--- src/shared/pmsr_pkg.sv ---
// package for the platform management service responder
// assumes one 100 MHz clock and a byte-wide frame port from the link layer
package pmsr_pkg;

  // ----------------------------------------------------------------
  // framing and service codes
  // ----------------------------------------------------------------
  localparam logic [7:0] MSR_WRITE_LEN = 8'h05;
  localparam logic [7:0] MSR_READ_LEN = 8'h09;
  localparam logic [7:0] MSR_CMD_CODE = 8'hb1;
  localparam logic [7:0] CC_PASS = 8'h40;
  localparam logic [7:0] CC_TIMEOUT = 8'h80;
  localparam logic [7:0] CC_NO_RESOURCE = 8'h81;
  localparam logic [7:0] CC_LOW_POWER = 8'h82;
  localparam logic [7:0] CC_ILLEGAL = 8'h90;
  localparam logic [7:0] CC_INTERNAL = 8'h91;

  typedef enum logic [2:0] {
    PMSR_SVC_PERF_STATUS,
    PMSR_SVC_INDICATOR,
    PMSR_SVC_NOTIFY_WR,
    PMSR_SVC_NOTIFY_RD,
    PMSR_SVC_TABLE_RD,
    PMSR_SVC_MARGIN_RD
  } pmsr_svc_t;

  // ----------------------------------------------------------------
  // field positions
  // ----------------------------------------------------------------
  localparam int TBL_BANK_LSB = 0;
  localparam int TBL_ENTRY_LSB = 2;
  localparam int TBL_AGENT_LSB = 7;
  localparam int TBL_MODE_BIT = 11;
  localparam int MARGIN_SIGN_BIT = 15;
  localparam int NOTIFY_MSB = 7;
  localparam int CORE_VALID_BIT = 8;
  localparam int NUM_AGENTS = 8;
  localparam int MAX_THREAD = 15;

  // ----------------------------------------------------------------
  // timing and reset values
  // ----------------------------------------------------------------
  localparam int CLK_MHZ = 100;
  localparam int CORE_VALID_US = 1000;
  localparam int CORE_VALID_CYC = CORE_VALID_US * CLK_MHZ;
  localparam logic [7:0] NOTIFY_RESET = 8'h00;
  localparam logic [31:0] COUNT_RESET = 32'h0000_0000;

  // ----------------------------------------------------------------
  // carriers
  // ----------------------------------------------------------------
  typedef struct packed {
    logic valid;
    pmsr_svc_t svc;
    logic [15:0] param;
    logic [31:0] wdata;
  } pmsr_svc_req_t;

  typedef struct packed {
    logic valid;
    logic [7:0] cc;
    logic [31:0] data;
  } pmsr_svc_rsp_t;

  typedef struct packed {
    logic valid;
    logic [3:0] thread;
    logic [15:0] addr;
  } pmsr_msr_req_t;

  typedef struct packed {
    logic valid;
    logic [7:0] cc;
    logic [63:0] data;
  } pmsr_msr_rsp_t;

endpackage

--- src/rtl/pmsr_responder.sv ---
// processor-side responder for management services and register reads
// assumes a link layer that decodes frames into service and command
// requests and accepts answer bytes one per cycle
`timescale 1ns/10ps
`default_nettype none
module pmsr_responder (
  input wire logic clk_in,
  input wire logic rst_n_in,
  // decoded service request
  input wire pmsr_pkg::pmsr_svc_req_t svc_req_in,
  output pmsr_pkg::pmsr_svc_rsp_t svc_rsp_out,
  // register read command header and payload
  input wire logic msr_cmd_valid_in,
  input wire logic [7:0] msr_write_len_in,
  input wire logic [7:0] msr_read_len_in,
  input wire logic [7:0] msr_cmd_in,
  input wire logic [7:0] msr_thread_in,
  input wire logic [15:0] msr_addr_in,
  // core register lookup, same-clock logic
  output pmsr_pkg::pmsr_msr_req_t msr_lookup_out,
  input wire pmsr_pkg::pmsr_msr_rsp_t msr_lookup_in,
  input wire logic [15:0] thread_avail_in,
  // answer byte stream
  input wire logic rsp_ready_in,
  output logic rsp_byte_valid_out,
  output logic [7:0] rsp_byte_out,
  output logic rsp_last_out,
  output logic rsp_abort_out,
  output logic rsp_busy_out,
  // package activity, asynchronous pins
  input wire logic pkg_clamped_in,
  input wire logic core_retiring_in,
  input wire logic internal_error_flag_in,
  input wire logic [3:0] first_failing_core_in,
  input wire logic [7:0] agent_enable_in,
  // thermal and table sources, same clock
  input wire logic [15:0] margin_in,
  input wire logic [31:0] table_data_in,
  output logic [10:0] table_sel_out,
  // performance control
  input wire logic [7:0] os_pstate_in,
  input wire logic [7:0] limit_pstate_in,
  input wire logic [3:0] energy_perf_bias_in,
  input wire logic [7:0] turbo_max_in,
  output logic [7:0] granted_pstate_out,
  output logic turbo_enable_out,
  output logic [7:0] turbo_notify_threshold_out
);
  import pmsr_pkg::*;

  // ----------------------------------------------------------------
  // synchronisers for pin inputs
  // ----------------------------------------------------------------
  logic [2:0] sync_a;
  logic [2:0] sync_b;
  logic [3:0] core_a;
  logic [3:0] core_b;
  logic [7:0] agent_a;
  logic [7:0] agent_b;

  // first stage read only by second stage
  always_ff @(posedge clk_in) begin
    if (!rst_n_in) begin
      sync_a <= 3'h0;
      sync_b <= 3'h0;
      core_a <= 4'h0;
      core_b <= 4'h0;
      agent_a <= 8'h00;
      agent_b <= 8'h00;
    end else begin
      sync_a <= {internal_error_flag_in, core_retiring_in, pkg_clamped_in};
      sync_b <= sync_a;
      core_a <= first_failing_core_in;
      core_b <= core_a;
      agent_a <= agent_enable_in;
      agent_b <= agent_a;
    end
  end

  wire logic clamped_s = sync_b[0];
  wire logic retiring_s = sync_b[1];
  wire logic err_s = sync_b[2];

  // ----------------------------------------------------------------
  // activity counters
  // ----------------------------------------------------------------
  logic [31:0] clamp_time;
  logic [31:0] productive;

  // both wrap on overflow; host detects wrap by frequent sampling
  always_ff @(posedge clk_in) begin
    if (!rst_n_in) begin
      clamp_time <= COUNT_RESET;
      productive <= COUNT_RESET;
    end else begin
      if (clamped_s)
        clamp_time <= clamp_time + 32'h1;
      if (retiring_s)
        productive <= productive + 32'h1; // idle cycles not counted
    end
  end

  // ----------------------------------------------------------------
  // first failing core capture with settle delay
  // ----------------------------------------------------------------
  logic err_seen;
  logic core_valid;
  logic [3:0] first_failing_core;
  logic [16:0] settle;
  wire logic settle_done = (settle == 17'(CORE_VALID_CYC - 1));

  // error latched at once; id word and valid taken after the settle time
  always_ff @(posedge clk_in) begin
    if (!rst_n_in) begin
      err_seen <= 1'b0;
      core_valid <= 1'b0;
      first_failing_core <= 4'h0;
      settle <= 17'h0;
    end else if (err_s && !err_seen) begin
      err_seen <= 1'b1;
    end else if (err_seen && !core_valid) begin
      settle <= settle + 17'h1;
      // id word sampled long after it settled, never while bits change
      if (settle_done) begin
        core_valid <= 1'b1;
        first_failing_core <= core_b;
      end
    end
  end

  // ----------------------------------------------------------------
  // turbo notify threshold and performance decision
  // ----------------------------------------------------------------
  logic [7:0] notify_thr;
  wire logic wr_notify = svc_req_in.valid &&
                         (svc_req_in.svc == PMSR_SVC_NOTIFY_WR);

  always_ff @(posedge clk_in) begin
    if (!rst_n_in)
      notify_thr <= NOTIFY_RESET;
    else if (wr_notify)
      notify_thr <= svc_req_in.wdata[NOTIFY_MSB:0];
  end

  // above threshold: turbo scaled by bias; otherwise grant capped by limit
  // no thermal monitor or clamp mode input enters this decision
  wire logic above_thr = (os_pstate_in > notify_thr);
  wire logic [7:0] bias_span = turbo_max_in - limit_pstate_in;
  wire logic [11:0] bias_prod = {4'h0, bias_span} *
                                {8'h00, 4'hf - energy_perf_bias_in};
  wire logic [7:0] turbo_pick = limit_pstate_in + bias_prod[11:4];
  wire logic [7:0] capped_req = (os_pstate_in > limit_pstate_in) ?
                                limit_pstate_in : os_pstate_in;
  wire logic [7:0] next_grant = above_thr ? turbo_pick : capped_req;

  // registered so the outputs come from flip-flops
  always_ff @(posedge clk_in) begin
    if (!rst_n_in) begin
      granted_pstate_out <= 8'h00;
      turbo_enable_out <= 1'b0;
      turbo_notify_threshold_out <= NOTIFY_RESET;
    end else begin
      granted_pstate_out <= next_grant;
      turbo_enable_out <= above_thr; // no turbo at or below
      turbo_notify_threshold_out <= notify_thr;
    end
  end

  // ----------------------------------------------------------------
  // service answers
  // ----------------------------------------------------------------
  wire logic [15:0] p = svc_req_in.param;
  wire logic table_mode = p[TBL_MODE_BIT];
  wire logic [1:0] tbl_bank = p[TBL_BANK_LSB +: 2];
  wire logic [4:0] tbl_entry = p[TBL_ENTRY_LSB +: 5];
  wire logic [3:0] tbl_agent = p[TBL_AGENT_LSB +: 4];
  // agent index above 7 is host misuse; it reads as disabled
  wire logic agent_on = (tbl_agent < 4'(NUM_AGENTS)) &&
                        agent_b[tbl_agent[2:0]];
  // failing-core mode ignores bank, entry and agent
  wire logic [31:0] core_word = {23'h0, core_valid, 4'h0, first_failing_core};
  wire logic [31:0] table_word = agent_on ? table_data_in : 32'h0;
  // margin passes through at any die temperature, upper half zero
  wire logic [31:0] margin_word = {16'h0, margin_in};

  logic [31:0] next_svc_data;
  always_comb begin
    unique case (svc_req_in.svc)
      PMSR_SVC_PERF_STATUS: next_svc_data = clamp_time;
      PMSR_SVC_INDICATOR: next_svc_data = productive;
      PMSR_SVC_NOTIFY_WR: next_svc_data = 32'h0;
      PMSR_SVC_NOTIFY_RD: next_svc_data = {24'h0, notify_thr};
      PMSR_SVC_TABLE_RD:
        next_svc_data = table_mode ? core_word : table_word;
      PMSR_SVC_MARGIN_RD: next_svc_data = margin_word;
      default: next_svc_data = 32'h0;
    endcase
  end

  // unknown service codes answer as illegal requests
  wire logic svc_known = (svc_req_in.svc <= PMSR_SVC_MARGIN_RD);

  // one-cycle answer for every service, code leading
  always_ff @(posedge clk_in) begin
    if (!rst_n_in) begin
      svc_rsp_out <= '0;
      table_sel_out <= 11'h0;
    end else begin
      svc_rsp_out.valid <= svc_req_in.valid;
      svc_rsp_out.cc <= svc_known ? CC_PASS : CC_ILLEGAL;
      svc_rsp_out.data <= svc_known ? next_svc_data : 32'h0;
      table_sel_out <= {tbl_agent, tbl_entry, tbl_bank};
    end
  end

  // ----------------------------------------------------------------
  // register read command
  // ----------------------------------------------------------------
  typedef enum logic [1:0] {
    PMSR_MSR_IDLE,
    PMSR_MSR_LOOKUP,
    PMSR_MSR_SEND
  } pmsr_msr_state_t;

  pmsr_msr_state_t state;
  logic [7:0] msr_cc;
  logic [63:0] msr_data;
  logic msr_abort;
  logic ser_load;

  // framing check and thread checks on the header
  wire logic frame_ok = (msr_write_len_in == MSR_WRITE_LEN) &&
                        (msr_read_len_in == MSR_READ_LEN) &&
                        (msr_cmd_in == MSR_CMD_CODE);
  wire logic thread_ok = (msr_thread_in <= 8'(MAX_THREAD)) &&
                         thread_avail_in[msr_thread_in[3:0]];
  wire logic ser_busy;
  wire logic accept_cmd = msr_cmd_valid_in && !ser_busy &&
                          (state == PMSR_MSR_IDLE);

  always_ff @(posedge clk_in) begin
    if (!rst_n_in) begin
      state <= PMSR_MSR_IDLE;
      msr_cc <= CC_PASS;
      msr_data <= 64'h0;
      msr_abort <= 1'b0;
      ser_load <= 1'b0;
      msr_lookup_out <= '0;
    end else begin
      ser_load <= 1'b0;
      msr_lookup_out.valid <= 1'b0;
      unique case (state)
        PMSR_MSR_IDLE: begin
          if (msr_cmd_valid_in && !ser_busy) begin
            msr_abort <= !frame_ok;
            msr_data <= 64'h0;
            if (!frame_ok) begin
              ser_load <= 1'b1;
            end else if (!thread_ok) begin
              msr_cc <= CC_ILLEGAL;
              ser_load <= 1'b1;
            end else begin
              // register picked by thread and address
              msr_lookup_out.valid <= 1'b1;
              msr_lookup_out.thread <= msr_thread_in[3:0];
              msr_lookup_out.addr <= msr_addr_in;
              state <= PMSR_MSR_LOOKUP;
            end
          end
        end
        PMSR_MSR_LOOKUP: begin
          if (msr_lookup_in.valid) begin
            // lookup reports 0x80..0x91 for timeout, power, unknown
            msr_cc <= msr_lookup_in.cc;
            msr_data <= (msr_lookup_in.cc == CC_PASS) ?
                        msr_lookup_in.data : 64'h0;
            ser_load <= 1'b1;
            state <= PMSR_MSR_SEND;
          end
        end
        PMSR_MSR_SEND: begin
          state <= PMSR_MSR_IDLE;
        end
      endcase
    end
  end

  // ----------------------------------------------------------------
  // answer serialiser: code plus eight data bytes
  // ----------------------------------------------------------------
  pmsr_byte_ser u_ser (
    .clk_in(clk_in),
    .rst_n_in(rst_n_in),
    .load_in(ser_load),
    .cc_in(msr_cc),
    .data_in(msr_data),
    .nbytes_in(4'h8),
    .abort_in(msr_abort),
    .ready_in(rsp_ready_in),
    .byte_valid_out(rsp_byte_valid_out),
    .byte_out(rsp_byte_out),
    .last_out(rsp_last_out),
    .abort_out(rsp_abort_out),
    .busy_out(ser_busy)
  );

  // busy rises right after a take, so the host sees no idle gap
  always_ff @(posedge clk_in) begin
    if (!rst_n_in)
      rsp_busy_out <= 1'b0;
    else
      rsp_busy_out <= ser_busy | ser_load | (state != PMSR_MSR_IDLE) |
                      accept_cmd;
  end
endmodule
`default_nettype wire

--- src/rtl/pmsr_byte_ser.sv ---
// serialiser that sends a completion code then data bytes low first
// assumes the link layer takes one byte per cycle while ready is high
`timescale 1ns/10ps
`default_nettype none
module pmsr_byte_ser (
  input wire logic clk_in,
  input wire logic rst_n_in,
  input wire logic load_in,
  input wire logic [7:0] cc_in,
  input wire logic [63:0] data_in,
  input wire logic [3:0] nbytes_in,
  input wire logic abort_in,
  input wire logic ready_in,
  output logic byte_valid_out,
  output logic [7:0] byte_out,
  output logic last_out,
  output logic abort_out,
  output logic busy_out
);
  import pmsr_pkg::*;

  logic [71:0] shreg;
  logic [3:0] left;
  wire logic step;

  assign step = byte_valid_out & ready_in;

  // ----------------------------------------------------------------
  // shift out code first, then data low byte first
  // ----------------------------------------------------------------
  always_ff @(posedge clk_in) begin
    if (!rst_n_in) begin
      shreg <= 72'h0;
      left <= 4'h0;
      byte_valid_out <= 1'b0;
      byte_out <= 8'h00;
      last_out <= 1'b0;
      abort_out <= 1'b0;
      busy_out <= 1'b0;
    end else if (load_in && !busy_out) begin
      // abort sends no bytes, only the frame-check abort pulse
      abort_out <= abort_in;
      busy_out <= !abort_in;
      byte_valid_out <= !abort_in;
      byte_out <= cc_in; // code leads every answer
      shreg <= {8'h00, data_in};
      left <= nbytes_in;
      last_out <= (nbytes_in == 4'h0);
    end else begin
      abort_out <= 1'b0;
      if (step) begin
        byte_out <= shreg[7:0]; // low byte first
        shreg <= {8'h00, shreg[71:8]};
        if (left == 4'h0) begin
          byte_valid_out <= 1'b0;
          busy_out <= 1'b0;
          last_out <= 1'b0;
        end else begin
          left <= left - 4'h1;
          last_out <= (left == 4'h1);
        end
      end
    end
  end
endmodule
`default_nettype wire

--- config.mk ---
export PLATFORM = sky130hd
export DESIGN_NAME = pmsr_responder
export DESIGN_NICKNAME = d
export VERILOG_FILES = /design/src/shared/pmsr_pkg.sv /design/src/rtl/pmsr_responder.sv /design/src/rtl/pmsr_byte_ser.sv
export SDC_FILE = /design/constraint.sdc
export NUM_CORES = 1
export LEC_CHECK = 0
export BUFFER_PORTS_ARGS = -buffer_cell sky130_fd_sc_hd__buf_4
export CORE_AREA = 2 2 197 199
export CTS_CLUSTER_DIAMETER = 120
export DETAILED_ROUTE_END_ITERATION = 8
export DIE_AREA = 0 0 199 201
export PLACE_DENSITY = 0.67
export REMOVE_ABC_BUFFERS = 1
export SYNTH_ARGS = -nofsm -noshare
export SYNTH_HDL_FRONTEND = slang
export SYNTH_SLANG_ARGS = --single-unit
--- constraint.sdc ---
create_clock -name clk_in -period 9.25 [get_ports clk_in]
set_input_delay 2.775 -clock clk_in [delete_from_list [all_inputs] [get_ports clk_in]]
set_output_delay 2.775 -clock clk_in [all_outputs]
set_load 0.01 [all_outputs]
# --- Word level (Yosys, flattened, before mapping) ---
# Index checks and enable logic that the tools add are counted.
op_classes:
  addsub: 7
  mul: 1
  order_cmp: 7
  n_eq_ne: 19
  muxes: 41
  n_bitwise: 7
  n_reduce_logical: 36
ops:
  columns: ["cell", "n"]
  rows:
  - ["64-bit 2-to-1 mux", 5]
  - ["32-bit one-hot mux with 5 select lines", 1]
  - ["64-bit one-hot mux with 2 select lines", 1]
  - ["8-bit 2-to-1 mux", 9]
  - ["32-bit by 1-bit adder with 32-bit output (second input constant)", 2]
  - ["32-bit 2-to-1 mux", 2]
  - ["21-bit 2-to-1 mux", 1]
  - ["17-bit by 1-bit adder with 17-bit output (second input constant)", 1]
  - ["17-bit equality test (second input constant)", 1]
  - ["8-bit > comparator", 2]
  - ["8-bit one-hot mux with 2 select lines", 1]
  - ["2-bit AND reduction", 7]
  - ["8-bit by 4-bit multiplier with 12-bit output", 1]
  - ["4-bit 2-to-1 mux", 3]
  - ["4-bit AND reduction", 3]
  - ["1-bit logical AND", 10]
  - ["1-bit 2-to-1 mux", 10]
  - ["2-bit inequality test (second input constant)", 5]
  - ["8-bit adder", 1]
  - ["8-bit by 3-bit equality test with 1-bit output (second input constant)", 1]
  - ["8-bit by 4-bit equality test with 1-bit output (second input constant)", 1]
  - ["8-bit by 7-bit equality test with 1-bit output (second input constant)", 1]
  - ["8-bit equality test (second input constant)", 1]
  - ["8-bit by 4-bit <= comparator with 1-bit output (second input constant)", 1]
  - ["30 further kinds", 47]
totals:
  regBits: 371
  out_inout_bits: 102
  elab_cells: 154

# --- Logic depth before layout (Yosys ltp) ---
logic_depth:
  depth_word: 7
  depth_mapped: 25

# --- Hierarchy ---
# Synthesis repeated with hierarchy kept, for this count alone.
hier_totals:
  cells_unflattened: 1838
  hier_area_um2: 16447.0
by_module_without_submodules:
  columns: ["mod", "instances", "cells_each", "area_per_inst_um2", "seq_area_each_um2"]
  rows:
  - ["pmsr_responder", 1, 1427, 12933.7, 5725.5]
  - ["pmsr_byte_ser", 1, 411, 3513.4, 1581.5]

# --- Worst setup path after synthesis ---
# OpenSTA, ideal clock, no wires.
synth_timing:
  kind: "input to register"
  start: "input turbo_max_in[0]"
  end: "register granted_pstate_out[7]"
  setup_ns: 0.122
  arrival_time_ns: 7.364
  path_slack_ns: 1.764
  path_stages: 25
  path_cell_list: "inv_1 > ha_1 > inv_1 > fa_1 > a21o_1 > a21oi_1 > xnor2_1 > nor2_1 > fa_1 > inv_1 > fa_1 > inv_1 > ha_1 > nand4b_1 > o211ai_1 > a21o_1 > a21oi_1 > xnor2_1 > ha_1 > nand3_1 > o211ai_1 > nor4_1 > nor3_1 > a21oi_1 > o311a_1"
synth_between:
  elab_chain_len: 4
synth_rtl:
  columns: ["element", "line", "source"]
  rows:
  - ["start: declaration", "pmsr_responder.sv:44", "input wire logic [7:0] turbo_max_in,"]
  - ["8-bit subtractor", "pmsr_responder.sv:148", "wire logic [7:0] bias_span = turbo_max_in - limit_pstate_in;"]
  - ["8-bit by 4-bit multiplier with 12-bit output", "pmsr_responder.sv:149", "wire logic [11:0] bias_prod = {4'h0, bias_span} *"]
  - ["8-bit adder", "pmsr_responder.sv:151", "wire logic [7:0] turbo_pick = limit_pstate_in + bias_prod[11:4];"]
  - ["8-bit 2-to-1 mux", "pmsr_responder.sv:154", "wire logic [7:0] next_grant = above_thr ? turbo_pick : capped_req;"]
  - ["end signal: assignment", "pmsr_responder.sv:163", "granted_pstate_out <= next_grant;"]
  - ["end: declaration", "pmsr_responder.sv:45", "output logic [7:0] granted_pstate_out,"]
# No other way between the ends.
# A chain may end at the register's enable or synchronous reset.

# --- Worst setup path after layout ---
# Ends and elaborated chain as after synthesis.

==> reports/results.tsv <==
metric	value	unit
Die Span Y	201	um
commonest non-fill, non-tap cell in the layout	dfxtp_1	
fraction of layout cells with a size suffix above 1	24.7	%
final cell utilization of the core	54.4	%
RSZ-0062 raised after global routing	false	
fill count	3459	
status	finished clean	
largest area contributor in the netlist	dfxtp_1	
maximum clock frequency	131	MHz
multi-input logic area	8500	um^2
Mapped Cells	1833	
asr flop ratio synth	0	%
GRT Util Overall	21.4	%
HP Start	agent_a[1]$_SDFF_PN0_	
Max-cap violations	0	
Critical Path Max Stage Delay	0.52	ns
Worst EP required	9.67	ns
Place WS	1.14	ns
hold_buf cts	0	
post-CTS setup buffers	0	
Synth cell types	81	
CP max-delay cell	fa_1	
Worst Reg-to-Reg Cells	8	
top cells by area, synth	dfxtp_1, nor2_1, nand2_1, ha_1, a311oi_1	
Crit Path Max Fanout	4	
Final setup viols	0	
Synth Flop Type	dfxtp_1	
cell area after synthesis	16500	um^2
number of remaining DRC errors	0	
Sequential Area	7310	um^2
total power	4010	uW
pin count of the biggest net entering global routing	96	
CTS Root Cell	clkbuf_16	
CP bufs+invs	5	
Yosys reg bits	365	
Die ar.	40000	um^2
TritonCTS Buffers	40	
Synth top area share	44.2	%
static leakage	0.00835	uW
CP endpoint kind	register	
row cnt	72	
CTS tree	done	
worst slew margin relative to its limit	14.0	%
Skew-Pair Late Insertion Delay	0.54	ns
syn_area_per_cell	9.02	um^2
Critical Path AT	8.07	ns
Hold Vio Cnt, Final	0	
final worst slack	1.60	ns
final-report max-slew violation count	0	
Setup Crit Path Kind	input port to register	
core area	38100	um^2
Critical R2R Launch	notify_thr[1]$_SDFFE_PN0P_	
WHS	0.430	ns
Routed WL	43000	um
CTS Buffer Depth	3	
Hold EP	agent_b[1]$_SDFF_PN0_	
drt pass-1 iters	7	
vias in the first global route	13734	
VDD IR max	0.000116	V
width of the die	199	um
clk slew on worst S/H paths	0.06	ns
area grow syn2layout	25.3	%
most frequent cells in the layout	dfxtp_1, buf_4, nor2_1	
YS warnings	0	
# resized after CTS	0	
CTS Sinks	365	
Clock Skew	0.00936	ns
Initial Util	43.4	%
Port Buffers	352	
Initial DRC Count	860	
worst-margin pin slew	1.28	ns
Routability Congestion	0.868	
RR Endpoint	granted_pstate_out[7]$_SDFF_PN0_	
vias post-DR	14089	
first-pass GRT wire length	69700	um
GRT overflow	0	
final worst path period need	7.65	ns
Final nets	2478	
Pwr Density	194	nW/um^2
sequential share of the synthesized area	44.2	%
IO Pins	386	
final cycle utilization of the critical path	82.7	%
CP top delay family	adder cells	
Post-synth EDFFs	0	
reg2reg setup slack	6.63	ns
initial antenna violation count	5	
average routed wire per standard cell	16.1	um
DR vias/cell	5.27	
half-perimeter wire length after detailed placement	30200	um
CP Launch Type	input port	
post-route ant nets	0	
H-tree depth	2	
most frequent CP cell	inv_1	
worst min path class	register to register	
Setup TNS Final	0	ns
WHS Path Cells	1	
## through the flow
step                area (um^2)  cells
global route              20700   2672
finish                    20700   2672
floorplan                 16000   1723
detailed placement        19400   2604
global placement          19400   2604
CTS                       20700   2671
## registers in the layout, summed over array words and instances, names as in the netlist, 11 cells and up
register,cells
clamp_time,32
msr_lookup_out,21
svc_rsp_out,35
msr_data,64
u_ser.shreg,64
table_sel_out,11
productive,32
settle,17
## worst register-to-register path, cell delays in order (launching register included)
cell	delay [ns]
dfxtp_1	0.30
inv_1	0.14
ha_1	0.27
nor2b_1	0.14
o211ai_1	0.18
a21oi_1	0.15
o21ai_1	0.89
o211ai_1	0.23
o311a_1	0.21
## synth_stat cells, types with 7 or more instances
cell      count
and4_1        8
xnor2_1      32
nor3_1       14
nand2_1     207
dfxtp_1     365
buf_6         8
or3_1         9
mux2i_1      48
buf_4         9
buf_1         9
nand3_1      39
nor2_2       30
inv_1        53
nand4_1      23
a211oi_1      8
clkbuf_1     75
xor2_1       49
and3_1       17
ha_1         53
nor2_1      311
a311oi_1     67
fa_1         13
nor2b_1      12
a21oi_1      70
mux2_2       13
a222oi_1     20
nor4_1        7
o21ai_0      16
a22oi_1      50
and2_1       52
nand2b_1      7
o211ai_1      8
a22oi_2      30
## worst max path at each step
stage,startpoint,endpoint,slack [ns],depth (start not counted)
global placement,turbo_max_in[0],granted_pstate_out[7]$_SDFF_PN0_,1.20,26
finish,turbo_max_in[0],granted_pstate_out[7]$_SDFF_PN0_,1.60,26
detailed placement,turbo_max_in[0],granted_pstate_out[7]$_SDFF_PN0_,1.14,26
floorplan,turbo_max_in[0],granted_pstate_out[7]$_SDFF_PN0_,1.77,25
global route,turbo_max_in[0],granted_pstate_out[7]$_SDFF_PN0_,1.15,26
CTS,turbo_max_in[0],granted_pstate_out[7]$_SDFF_PN0_,1.70,26
## cells by family after synthesis
group	Yosys count	share of synthesized area [%]
AOI/OAI and AO/OA	320	15.3
xor gates and xnor gates	81	4.29
adders and majority gates	66	5.58
buffers and inverters	168	4.83
DFF	365	44.2
muxes	65	4.33
other	1	0.0227
and+or+nand+nor	767	21.4
## routing by layer
metal | GRT usage, % | up-vias | part of all wire [%]
met5 | 0 | - | 0.10
met4 | 7.25 | 6 | 2.6
met3 | 6.25 | 84 | 8.1
met2 | 34.7 | 373 | 46
met1 | 27.1 | 6650 | 43
li1 | - | 6976 | -
## where the power goes
group / total [uW] / internal, uW / switching [uW] / leakage, uW
Clock: 1620 / 994 / 629 / 0.000653
Combinational: 742 / 344 / 399 / 0.00473
Sequential: 1650 / 1630 / 23.2 / 0.00296
## layout make-up
cell class,count,area share [%]
Sequential cell,365,35.2
Clock buffer,52,5.44
Multi-Input combinational cell,1304,41.0
Clock inverter,15,1.00
Timing Repair Buffer,363,13.1
Antenna cell,1,0.0121
Tap cell,518,3.13
Inverter,54,1.01
(Power assumes the default switching activity.)
